[src/core/dbc_consts.svh]
// constants for the disk buffer cache and prefetch controller
`ifndef DBC_CONSTS_SVH
`define DBC_CONSTS_SVH
// buffer geometry
`define DBC_PHYS_MBYTES 16
`define DBC_USABLE_KB 13000
`define DBC_BLK_BYTES 512
`define DBC_NSEG 8
`define DBC_PF_BLKS 16'h0040
// register byte offsets
`define DBC_OFS_CTRL 8'h00
`define DBC_OFS_STATUS 8'h04
`define DBC_OFS_SEGSIZE 8'h08
`define DBC_OFS_CHITS 8'h0c
`define DBC_OFS_PHITS 8'h10
`define DBC_OFS_CLEAR 8'h14
// control bit positions
`define DBC_CTL_RCD 0
`define DBC_CTL_WCE 1
`define DBC_CTL_RAD 2
`define DBC_CTL_PCA 3
// status bit positions
`define DBC_ST_DEFER 0
`define DBC_ST_REJECT 1
`define DBC_ST_BUSY 2
`define DBC_ST_PFON 3
`define DBC_ST_DIRTY 4
// fixed values
`define DBC_SEGSIZE_RPT 16'hffff
`define DBC_CTRL_RST 4'h0
`define DBC_STAT_GOOD 1'h0
`define DBC_STAT_CHECK 1'h1
`define DBC_SEQ_ON 2'h2
`define DBC_SEQ_MAX 2'h3
`endif

[src/core/dbc_pkg.sv]
// types for the disk buffer cache and prefetch controller
package dbc_pkg;
    typedef enum logic [1:0] {
        DBC_CMD_READ = 2'b00,
        DBC_CMD_WRITE = 2'b01,
        DBC_CMD_SYNC = 2'b10
    } dbc_cmd_e;
    typedef enum logic [2:0] {
        DBC_ST_IDLE = 3'b000,
        DBC_ST_LOOKUP = 3'b001,
        DBC_ST_MED_RD = 3'b010,
        DBC_ST_XFER_RD = 3'b011,
        DBC_ST_PREFETCH = 3'b100,
        DBC_ST_XFER_WR = 3'b101,
        DBC_ST_MED_WR = 3'b110,
        DBC_ST_SYNC = 3'b111
    } dbc_state_e;
endpackage

[src/core/dbc_cache_ctrl.sv]
// segmented buffer cache and adaptive prefetch controller
//
// Strobed register access and the register offsets were left to the implementer.
`timescale 1ns/1ns
`include "dbc_consts.svh"
module dbc_cache_ctrl #(
    parameter int NSEG = `DBC_NSEG,
    parameter logic [15:0] SEG_BLKS = 16'(`DBC_USABLE_KB * 1024 / `DBC_BLK_BYTES / `DBC_NSEG),
    parameter logic [15:0] PF_BLKS = `DBC_PF_BLKS
) (
    // clock and reset
    input wire logic i_clock,
    input wire logic i_rst_b,
    // register port
    input wire logic [7:0] i_addr,
    input wire logic [31:0] i_wdata,
    input wire logic i_wr,
    input wire logic i_rd,
    output logic [31:0] o_rdata,
    // host command port
    input wire logic i_cmd_valid,
    input wire logic [1:0] i_cmd_op,
    input wire logic [31:0] i_cmd_lba,
    input wire logic [15:0] i_cmd_len,
    output logic o_cmd_ready,
    output logic o_cmd_done,
    output logic o_cmd_status,
    // medium access
    output logic o_med_req,
    output logic o_med_wr,
    output logic [31:0] o_med_lba,
    output logic [15:0] o_med_len,
    output logic [2:0] o_med_seg,
    input wire logic i_med_done,
    input wire logic i_med_err,
    // host data transfer
    output logic o_xfer_req,
    output logic o_xfer_to_host,
    output logic [2:0] o_xfer_seg,
    output logic [15:0] o_xfer_len,
    input wire logic i_xfer_ratio_ok,
    input wire logic i_xfer_done,
    // status pins
    output logic o_deferred_err
);
    localparam int SW = $clog2(NSEG);

    function automatic logic covers(input logic [31:0] slba, input logic [15:0] scnt,
                                    input logic [31:0] lba, input logic [15:0] len);
        covers = (lba >= slba) && ({1'b0, lba} + {17'h0, len} <= {1'b0, slba} + {17'h0, scnt});
    endfunction

    function automatic logic overlaps(input logic [31:0] slba, input logic [15:0] scnt,
                                      input logic [31:0] lba, input logic [15:0] len);
        overlaps = ({1'b0, lba} < {1'b0, slba} + {17'h0, scnt}) &&
                   ({1'b0, slba} < {1'b0, lba} + {17'h0, len});
    endfunction

    // segment tag table
    logic seg_vld_r [NSEG];
    logic seg_dirty_r [NSEG];
    logic seg_pf_r [NSEG];
    logic [31:0] seg_lba_r [NSEG];
    logic [15:0] seg_cnt_r [NSEG];
    logic [15:0] seg_age_r [NSEG];

    // control and state
    dbc_pkg::dbc_state_e state_r;
    dbc_pkg::dbc_cmd_e op_r;
    logic [3:0] ctrl_r;
    logic defer_r;
    logic reject_r;
    logic [31:0] cur_lba_r;
    logic [15:0] rem_r;
    logic [15:0] chunk_r;
    logic [SW-1:0] sel_r;
    logic good_sent_r;
    logic [15:0] stamp_r;
    logic [1:0] seq_r;
    logic [31:0] last_end_r;
    logic [15:0] chits_r;
    logic [15:0] phits_r;

    // named decodes
    wire read_cache_disable = ctrl_r[`DBC_CTL_RCD];
    wire write_cache_enable = ctrl_r[`DBC_CTL_WCE];
    wire rad = ctrl_r[`DBC_CTL_RAD];
    wire pca = ctrl_r[`DBC_CTL_PCA];
    wire wr_ctrl = i_wr && (i_addr == `DBC_OFS_CTRL);
    wire wr_seg = i_wr && (i_addr == `DBC_OFS_SEGSIZE);
    wire wr_clr = i_wr && (i_addr == `DBC_OFS_CLEAR);
    wire pf_go = !rad && (seq_r >= `DBC_SEQ_ON);
    wire [15:0] chunk_first = (i_cmd_len < SEG_BLKS) ? i_cmd_len : SEG_BLKS;
    wire [15:0] rem_after = rem_r - chunk_r;
    wire [15:0] chunk_next = (rem_after < SEG_BLKS) ? rem_after : SEG_BLKS;
    wire [31:0] lba_after = cur_lba_r + {16'h0, chunk_r};
    wire [31:0] req_end = cur_lba_r + {16'h0, rem_r};
    wire seq_hit = (cur_lba_r == last_end_r);

    // hit search, dirty summary and reclaim choice
    logic hit_any;
    logic [SW-1:0] hit_idx;
    logic any_dirty;
    logic free_any;
    logic [SW-1:0] free_idx;
    logic [SW-1:0] lru_idx;
    logic [15:0] lru_age;
    always_comb begin
        hit_any = 1'b0;
        hit_idx = '0;
        any_dirty = 1'b0;
        free_any = 1'b0;
        free_idx = '0;
        lru_idx = '0;
        lru_age = 16'hffff;
        for (int i = 0; i < NSEG; i++) begin
            // cache disabled: only prefetched data may hit
            if (seg_vld_r[i] && (!read_cache_disable || seg_pf_r[i]) &&
                covers(seg_lba_r[i], seg_cnt_r[i], cur_lba_r, rem_r) && !hit_any) begin
                hit_any = 1'b1;
                hit_idx = SW'(i);
            end
            any_dirty = any_dirty | seg_dirty_r[i];
            if (!seg_vld_r[i] && !seg_dirty_r[i] && !free_any) begin
                free_any = 1'b1;
                free_idx = SW'(i);
            end
            if (!seg_dirty_r[i] && (seg_age_r[i] < lru_age)) begin
                lru_age = seg_age_r[i];
                lru_idx = SW'(i);
            end
        end
    end
    wire [SW-1:0] victim = free_any ? free_idx : lru_idx;

    // register read mux, segment size fixed at all ones
    logic [31:0] rd_mux;
    assign rd_mux =
        (i_addr == `DBC_OFS_CTRL) ? {28'h0, ctrl_r} :
        (i_addr == `DBC_OFS_STATUS) ? {27'h0, any_dirty, pf_go,
                                       state_r != dbc_pkg::DBC_ST_IDLE, reject_r, defer_r} :
        (i_addr == `DBC_OFS_SEGSIZE) ? {16'h0, `DBC_SEGSIZE_RPT} :
        (i_addr == `DBC_OFS_CHITS) ? {16'h0, chits_r} :
        (i_addr == `DBC_OFS_PHITS) ? {16'h0, phits_r} : 32'h0;

    // register file; set wins over clear
    always_ff @(posedge i_clock or negedge i_rst_b) begin
        if (!i_rst_b) begin
            o_rdata <= 32'h0;
            ctrl_r <= `DBC_CTRL_RST;
            reject_r <= 1'b0;
        end else begin
            o_rdata <= i_rd ? rd_mux : 32'h0;
            // all four feature bits written together from i_wdata[3:0]
            if (wr_ctrl) begin
                ctrl_r <= i_wdata[3:0];
            end
            // size write never changes segmentation
            if (wr_seg && pca) begin
                reject_r <= 1'b1;
            end else if (wr_clr && i_wdata[`DBC_ST_REJECT]) begin
                reject_r <= 1'b0;
            end
        end
    end

    // command sequencer and segment table
    always_ff @(posedge i_clock or negedge i_rst_b) begin
        if (!i_rst_b) begin
            state_r <= dbc_pkg::DBC_ST_IDLE;
            op_r <= dbc_pkg::DBC_CMD_READ;
            defer_r <= 1'b0;
            cur_lba_r <= 32'h0;
            rem_r <= 16'h0;
            chunk_r <= 16'h0;
            sel_r <= '0;
            good_sent_r <= 1'b0;
            stamp_r <= 16'h0;
            seq_r <= 2'h0;
            last_end_r <= 32'h0;
            chits_r <= 16'h0;
            phits_r <= 16'h0;
            o_cmd_ready <= 1'b0;
            o_cmd_done <= 1'b0;
            o_cmd_status <= `DBC_STAT_GOOD;
            o_med_req <= 1'b0;
            o_med_wr <= 1'b0;
            o_med_lba <= 32'h0;
            o_med_len <= 16'h0;
            o_med_seg <= 3'h0;
            o_xfer_req <= 1'b0;
            o_xfer_to_host <= 1'b0;
            o_xfer_seg <= 3'h0;
            o_xfer_len <= 16'h0;
            o_deferred_err <= 1'b0;
            for (int i = 0; i < NSEG; i++) begin
                seg_vld_r[i] <= 1'b0;
                seg_dirty_r[i] <= 1'b0;
                seg_pf_r[i] <= 1'b0;
                seg_lba_r[i] <= 32'h0;
                seg_cnt_r[i] <= 16'h0;
                seg_age_r[i] <= 16'h0;
            end
        end else begin
            o_cmd_done <= 1'b0;
            o_deferred_err <= defer_r;
            if (wr_clr && i_wdata[`DBC_ST_DEFER]) begin
                defer_r <= 1'b0;
            end
            case (state_r)
                dbc_pkg::DBC_ST_IDLE: begin
                    o_cmd_ready <= 1'b1;
                    if (i_cmd_valid && o_cmd_ready) begin
                        o_cmd_ready <= 1'b0;
                        op_r <= dbc_pkg::dbc_cmd_e'(i_cmd_op);
                        cur_lba_r <= i_cmd_lba;
                        rem_r <= i_cmd_len;
                        chunk_r <= chunk_first;
                        good_sent_r <= 1'b0;
                        stamp_r <= stamp_r + 16'h1;
                        state_r <= (i_cmd_op == dbc_pkg::DBC_CMD_SYNC) ?
                                   dbc_pkg::DBC_ST_SYNC : dbc_pkg::DBC_ST_LOOKUP;
                    end
                end
                dbc_pkg::DBC_ST_LOOKUP: begin
                    if (op_r == dbc_pkg::DBC_CMD_READ) begin
                        // sequential streams train the prefetch predictor
                        if (seq_hit && seq_r != `DBC_SEQ_MAX) begin
                            seq_r <= seq_r + 2'h1;
                        end else if (!seq_hit && seq_r != 2'h0) begin
                            seq_r <= seq_r - 2'h1;
                        end
                        last_end_r <= req_end;
                        if (hit_any) begin
                            sel_r <= hit_idx;
                            seg_age_r[hit_idx] <= stamp_r;
                            if (seg_pf_r[hit_idx]) begin
                                phits_r <= phits_r + 16'h1;
                            end else begin
                                chits_r <= chits_r + 16'h1;
                            end
                            chunk_r <= rem_r;
                            o_xfer_seg <= 3'(hit_idx);
                            o_xfer_len <= rem_r;
                            o_xfer_to_host <= 1'b1;
                            state_r <= dbc_pkg::DBC_ST_XFER_RD;
                        end else begin
                            sel_r <= victim;
                            seg_vld_r[victim] <= 1'b0;
                            seg_pf_r[victim] <= 1'b0;
                            seg_age_r[victim] <= stamp_r;
                            o_med_req <= 1'b1;
                            o_med_wr <= 1'b0;
                            o_med_lba <= cur_lba_r;
                            o_med_len <= chunk_r;
                            o_med_seg <= 3'(victim);
                            state_r <= dbc_pkg::DBC_ST_MED_RD;
                        end
                    end else begin
                        // stale copies dropped even with cache off, so no old data can hit
                        for (int i = 0; i < NSEG; i++) begin
                            if (overlaps(seg_lba_r[i], seg_cnt_r[i], cur_lba_r, rem_r)) begin
                                seg_vld_r[i] <= 1'b0;
                            end
                        end
                        sel_r <= victim;
                        seg_vld_r[victim] <= 1'b0;
                        seg_pf_r[victim] <= 1'b0;
                        seg_age_r[victim] <= stamp_r;
                        o_xfer_seg <= 3'(victim);
                        o_xfer_len <= chunk_r;
                        o_xfer_to_host <= 1'b0;
                        state_r <= dbc_pkg::DBC_ST_XFER_WR;
                    end
                end
                dbc_pkg::DBC_ST_MED_RD: begin
                    if (i_med_done) begin
                        o_med_req <= 1'b0;
                        if (i_med_err) begin
                            o_cmd_done <= 1'b1;
                            o_cmd_status <= `DBC_STAT_CHECK;
                            state_r <= dbc_pkg::DBC_ST_IDLE;
                        end else begin
                            seg_lba_r[sel_r] <= cur_lba_r;
                            seg_cnt_r[sel_r] <= chunk_r;
                            seg_vld_r[sel_r] <= !read_cache_disable;
                            o_xfer_seg <= 3'(sel_r);
                            o_xfer_len <= chunk_r;
                            o_xfer_to_host <= 1'b1;
                            state_r <= dbc_pkg::DBC_ST_XFER_RD;
                        end
                    end
                end
                dbc_pkg::DBC_ST_XFER_RD: begin
                    if (!o_xfer_req && i_xfer_ratio_ok) begin
                        o_xfer_req <= 1'b1;
                    end
                    if (o_xfer_req && i_xfer_done) begin
                        o_xfer_req <= 1'b0;
                        rem_r <= rem_after;
                        cur_lba_r <= lba_after;
                        chunk_r <= chunk_next;
                        if (rem_after == 16'h0) begin
                            o_cmd_done <= 1'b1;
                            o_cmd_status <= `DBC_STAT_GOOD;
                            // look-ahead sized by our own constant only
                            if (pf_go) begin
                                o_med_req <= 1'b1;
                                o_med_wr <= 1'b0;
                                o_med_lba <= lba_after;
                                o_med_len <= PF_BLKS;
                                o_med_seg <= 3'(sel_r);
                                state_r <= dbc_pkg::DBC_ST_PREFETCH;
                            end else begin
                                state_r <= dbc_pkg::DBC_ST_IDLE;
                            end
                        end else begin
                            o_med_req <= 1'b1;
                            o_med_wr <= 1'b0;
                            o_med_lba <= lba_after;
                            o_med_len <= chunk_next;
                            o_med_seg <= 3'(sel_r);
                            state_r <= dbc_pkg::DBC_ST_MED_RD;
                        end
                    end
                end
                dbc_pkg::DBC_ST_PREFETCH: begin
                    if (i_med_done) begin
                        o_med_req <= 1'b0;
                        if (!i_med_err) begin
                            seg_lba_r[sel_r] <= o_med_lba;
                            seg_cnt_r[sel_r] <= PF_BLKS;
                            seg_pf_r[sel_r] <= 1'b1;
                            seg_vld_r[sel_r] <= 1'b1;
                        end
                        state_r <= dbc_pkg::DBC_ST_IDLE;
                    end
                end
                dbc_pkg::DBC_ST_XFER_WR: begin
                    if (!o_xfer_req && i_xfer_ratio_ok) begin
                        o_xfer_req <= 1'b1;
                    end
                    if (o_xfer_req && i_xfer_done) begin
                        o_xfer_req <= 1'b0;
                        seg_lba_r[sel_r] <= cur_lba_r;
                        seg_cnt_r[sel_r] <= chunk_r;
                        seg_dirty_r[sel_r] <= 1'b1;
                        if (rem_after == 16'h0 && write_cache_enable) begin
                            o_cmd_done <= 1'b1;
                            o_cmd_status <= `DBC_STAT_GOOD;
                            good_sent_r <= 1'b1;
                        end
                        o_med_req <= 1'b1;
                        o_med_wr <= 1'b1;
                        o_med_lba <= cur_lba_r;
                        o_med_len <= chunk_r;
                        o_med_seg <= 3'(sel_r);
                        state_r <= dbc_pkg::DBC_ST_MED_WR;
                    end
                end
                dbc_pkg::DBC_ST_MED_WR: begin
                    if (i_med_done) begin
                        o_med_req <= 1'b0;
                        seg_dirty_r[sel_r] <= 1'b0;
                        // same segments serve later reads only with read cache enabled and no medium error
                        seg_vld_r[sel_r] <= !read_cache_disable && !i_med_err;
                        if (i_med_err) begin
                            if (good_sent_r) begin
                                defer_r <= 1'b1;
                            end else begin
                                o_cmd_done <= 1'b1;
                                o_cmd_status <= `DBC_STAT_CHECK;
                            end
                            state_r <= dbc_pkg::DBC_ST_IDLE;
                        end else if (rem_after == 16'h0) begin
                            if (!good_sent_r) begin
                                o_cmd_done <= 1'b1;
                                o_cmd_status <= `DBC_STAT_GOOD;
                            end
                            state_r <= dbc_pkg::DBC_ST_IDLE;
                        end else begin
                            // next chunk wraps to segment start only after commit
                            rem_r <= rem_after;
                            cur_lba_r <= lba_after;
                            chunk_r <= chunk_next;
                            o_xfer_len <= chunk_next;
                            o_xfer_to_host <= 1'b0;
                            state_r <= dbc_pkg::DBC_ST_XFER_WR;
                        end
                    end
                end
                dbc_pkg::DBC_ST_SYNC: begin
                    if (!any_dirty) begin
                        o_cmd_done <= 1'b1;
                        o_cmd_status <= `DBC_STAT_GOOD;
                        state_r <= dbc_pkg::DBC_ST_IDLE;
                    end
                end
                default: begin
                    state_r <= dbc_pkg::DBC_ST_IDLE;
                end
            endcase
            // deferred error set beats a same-cycle clear
            if (state_r == dbc_pkg::DBC_ST_MED_WR && i_med_done && i_med_err && good_sent_r) begin
                defer_r <= 1'b1;
            end
        end
    end
endmodule // dbc_cache_ctrl

[config.mk]
export PLATFORM = sky130hd
export DESIGN_NAME = dbc_cache_ctrl
export DESIGN_NICKNAME = d
export VERILOG_FILES = /design/src/core/dbc_pkg.sv /design/src/core/dbc_cache_ctrl.sv
export VERILOG_INCLUDE_DIRS = /design/src /design/src/core
export SDC_FILE = /design/constraint.sdc
export NUM_CORES = 2
export LEC_CHECK = 0
export BUFFER_PORTS_ARGS = -buffer_cell sky130_fd_sc_hd__buf_2
export CAP_MARGIN = 10
export CORE_MARGIN = 2
export CORE_UTILIZATION = 36
export DETAILED_ROUTE_END_ITERATION = 10
export PLACE_DENSITY_LB_ADDON = 0.2
export SLEW_MARGIN = 20
export SYNTH_ARGS = -nofsm -noshare
export SYNTH_HDL_FRONTEND = slang
export SYNTH_SLANG_ARGS = --single-unit
[constraint.sdc]
create_clock -name i_clock -period 23.2 [get_ports i_clock]
set_input_delay 4.64 -clock i_clock [delete_from_list [all_inputs] [get_ports i_clock]]
set_output_delay 4.64 -clock i_clock [all_outputs]
set_load 0.01 [all_outputs]
# Word-level counts from Yosys, hierarchy flattened
# Index checks and enable logic that the tools add are counted.
[totals]
register_bits = 791
elab_cells = 632
[op_classes]
n_addsub = 17
n_lt_le_gt_ge = 49
n_eq_ne = 38
mux = 261
bitwise_logic = 23
n_reduce_logical = 167
[op_table]
columns = ["op", "n"]
rows = [
  ["256-bit 2-to-1 mux", 5],
  ["128-bit 2-to-1 mux", 7],
  ["256-bit case mux with 3 select lines", 1],
  ["16-bit 2-to-1 mux", 39],
  ["32-bit by 33-bit < comparator with 1-bit output", 16],
  ["256-bit bitwise mux", 2],
  ["128-bit bitwise mux", 3],
  ["32-bit 2-to-1 mux", 12],
  ["128-bit case mux with 3 select lines", 1],
  ["32-bit by 16-bit adder with 33-bit output", 9],
  ["33-bit less-or-equal comparator", 8],
  ["32-bit >= comparator", 8],
  ["32-bit case mux with 3 select lines", 2],
  ["16-bit demux with 3-bit select", 3],
  ["16-bit case mux with 3 select lines", 3],
  ["3-bit 2-to-1 mux", 43],
  ["120-bit bitwise AND", 1],
  ["120-bit inverter", 1],
  ["16-bit < comparator", 7],
  ["1-bit 2-to-1 mux", 104],
  ["8-bit 2-to-1 mux", 13],
  ["32-bit demux with 3-bit select", 1],
  ["1-bit logical AND", 82],
  ["32-bit by 16-bit adder with 32-bit output", 2],
  ["59 further kinds", 182],
]

# Logic depth before layout (Yosys ltp)
[logic_depth]
word_depth = 35
depth_mapped = 93
mapped_depth_nobuf = 81

# Worst setup path before layout
# No wires, ideal clock.
[synth_timing]
path_type = "register -> register"
start = "reg with a tool-made name"
end = "reg seg_age_r[64] in the netlist's numbering"
setup_time_ns = 0.125
arrival_ns = 17.409
setup_slack_ns = 5.667
stages_incl_launch_ff = 87
period_less_slack_ns = 17.533
path_cell_list = "dfrtp_1 clkbuf_1 or2_2 clkbuf_1 nor2_1 ha_1 a21oi_1 a21boi_0 a2111oi_1 nand2_1 clkbuf_1 clkbuf_1 nand2_1 o21ai_0 ha_1 a21o_1 a21o_1 a221oi_1 [51 not listed] a21oi_1 ha_1 a21o_1 a21o_1 a21o_1 a21o_1 a21o_1 a21o_1 a211oi_1 o32a_1 and3b_1 and2_1 o211ai_1 and4_1 or2_0 buf_2 o41ai_4 mux2_2"
[synth_lines]
columns = ["element", "line", "rtl"]
rows = [
  ["to (signal, indexed assignment)", "dbc_cache_ctrl.sv:236", "seg_age_r[hit_idx] <= stamp_r;"],
  ["to (signal, indexed assignment)", "dbc_cache_ctrl.sv:251", "seg_age_r[victim] <= stamp_r;"],
  ["to (signal, indexed assignment)", "dbc_cache_ctrl.sv:269", "seg_age_r[victim] <= stamp_r;"],
  ["to (decl)", "dbc_cache_ctrl.sv:65", "logic [15:0] seg_age_r [NSEG];"],
]

==> flow_summary.yaml <==
logic_synthesis:
  synth_cell_type_count: 93
  syn_inst: 8042
  synth_top_cell_by_area: "dfrtp_1"
  syn-cell-area_mm2: 0.0697
  async_flop_share_pct: 100
  synthFlopType: "dfrtp_1"
  yosys.cell_count.top_type: "ha_1"
  ys_warn_count: 0
  syn_avg_cell_area_um2: 8.67
  synthTopCellsByCount: "1289 x ha_1, 915 x nand2_1, 824 x o21ai_0"
  ys_seq_area_share_pct: 28.4
  ys_seq_elements: 791
  synth_top_cell_area_share_pct: 28.4
  synth_edf_count: 0
  synth_area_leaders: "dfrtp_1 28%, ha_1 23%, o21ai_0 5.9%, nand2_1 4.9%, a21oi_1 4.0%"
die:
  core.rowCount: 161
  io_pins: 209
  fp.dieW_um: 444
  start_util_pct: 36.2
  die_h_um: 444
  die-area_mm2: 0.197
  core-area_mm2: 0.193
setup_path:
  required_ns: 23.84
  timing_worst_setup_path_type: "flip-flop to flip-flop"
  crit_family: "compound AO/OA/AOI/OAI gates"
  critPathCaptureType: "flip-flop"
  crit_buf_inv: 6
  cpPeakStageDelay_ns: 0.81
  crit_fanout: 32
  cpMostUsedCell: "a21o_1"
  cp.arrival_ns: 21.49
  cp_slowest_cell: "nand2_1"
  worst_setup_path_start_kind: "flip-flop"
route:
  via_per_inst: 5.69
  totalWireLength_mm: 250
  drt_iter0_drc: 4504
  drtPass1Iterations: 6
  wire_per_inst_um: 23.2
  drc: 0
  drtAntennaViolNets: 0
  dr_total_vias: 61500
sta:
  finalClockSkew_ns: 0.0411
  hold_viol_final: 0
  slew_viol_final: 0
  slew_headroom_pct: 23.2
  finalSetupViolCount: 0
  post-route-period-util_pct: 89.9
  max_freq_mhz: 48.0
  min_period_ns: 20.85
  rsz0062_at_grt: "no"
  max_slew.worst_pin.slew_ns: 1.14
  fin_tns_setup_ns: 0
place:
  dp_hpwl_mm: 197
  gp_congestion: 0.927
  portBuffers: 164
  placed_area_mm2: 0.0740
global_routing:
  antenna_found_initial: 2
  grt_pass1_wl_mm: 379
  grt_usage_pct: 25.0
  grt_max_degree: 106
  gr-total-overflow: 0
  grt_pass1_vias: 61194
finish:
  layout-drive-gt1-share_pct: 8.16
  nFillCells: 19424
  final_area_mm2: 0.0778
  regArea_mm2: 0.0198
  area_delta_synth_final_pct: 11.5
  layout.nets: 9598
  multiInputGateArea_mm2: 0.0472
clocking:
  cts_setup_buffers: 0
  postCtsHoldBufs: 0
  cts_sinks: 791
  cts_buffer_depth: 3
  cts_tree: "yes"
  htree_levels: 3
  cts_inserted_buffers: 100
  clock_tree.root_cell: "clkbuf_16"
  worstSkewPairLatency_ns: 0.77
  cts-resized-gates: 0
  path_clk_slew_ns: 0.07
hold_path:
  holdCritPathClass: "flip-flop to flip-flop"
run:
  cap_violations: 0
outcome:
  status: "finished clean"
## sequential cells by signal, indices dropped and copies added, names as in the netlist, 32 cells and up, named ones only
| signal | cells |
|---|---|
| seg_age_r | 128 |
| cur_lba_r | 32 |
| seg_lba_r | 256 |
| o_med_lba | 32 |
| last_end_r | 32 |
| seg_cnt_r | 128 |
## worst paths after layout
kind | from | to | slack (ns) | cells past startpoint
worst max-delay path | flip-flop | seg_age_r[30]$_DFFE_PN0P_ | 2.35 | 77
worst min-delay path | defer_r$_DFF_PN0_ | o_deferred_err$_DFF_PN0_ | 0.45 | 0
worst max register to register | flip-flop | seg_age_r[30]$_DFFE_PN0P_ | 2.35 | 77
worst min register to register | defer_r$_DFF_PN0_ | o_deferred_err$_DFF_PN0_ | 0.45 | 0
max in group asynchronous | i_rst_b | rem_r[1]$_DFFE_PN0P_ | 14.75 | 6
min in group asynchronous | i_rst_b | o_rdata[11]$_DFF_PN0_ | 3.94 | 1
## cell type report
cell class / instances / area share, %
sequential: 791 / 25.5
timing repair buffer: 322 / 2.59
inverter: 506 / 2.44
clock buffer: 140 / 3.75
antenna: 5 / 0.0161
multi-input combinational: 6478 / 60.7
clock inverter: 45 / 0.994
tap: 2526 / 4.06
## layer usage
layer | routed length, um | share of wire (%) | vias up | global-route usage [%]
li1 | - | - | 29520 | -
met1 | 119000 | 48 | 30131 | 35.4
met2 | 112000 | 45 | 1536 | 40.0
met3 | 11600 | 4.6 | 313 | 2.45
met4 | 7610 | 3.0 | 0 | 7.93
met5 | 0 | 0 | - | 0
## layout by cell type, fill, tap and decap left out, drive strengths merged, types with 140 or more instances in the layout
| master | n |
|---|---|
| o21ai | 830 |
| ha | 1289 |
| a21oi | 561 |
| nor2 | 409 |
| buf | 322 |
| a21o | 354 |
| xnor2 | 282 |
| nand4 | 172 |
| inv | 507 |
| dfrtp | 791 |
| clkbuf | 140 |
| nand2 | 915 |
## per-stage QoR
step | setup slack [ns] | hold WS (ns) | std cells | utilization [%]
floorplan | 5.67 | 0.374 | 8057 | -
global placement | 2.56 | 0.437 | 10623 | 38.4
detailed placement | 2.50 | 0.440 | 10623 | 38.4
CTS | 2.48 | 0.453 | 10808 | 40.4
global route | 0.773 | 0.464 | 10808 | 40.4
finish | 2.35 | 0.447 | 10813 | 40.4
## cell families after synthesis
group,count (synthesis),share of synthesized area [%]
AO/OA/AOI/OAI,2424,21.6
adder cells (fa/ha/maj),1302,23.5
multiplexers,205,3.12
flip-flops,791,28.4
buffers and inverters,788,4.38
other,1,0.00538
AND/OR/NAND/NOR,2151,14.2
XOR/XNOR,380,4.77
Power is left out: the tool's default activity adds up to more than one toggle a clock period on the data nets, which glitch-free logic cannot reach.
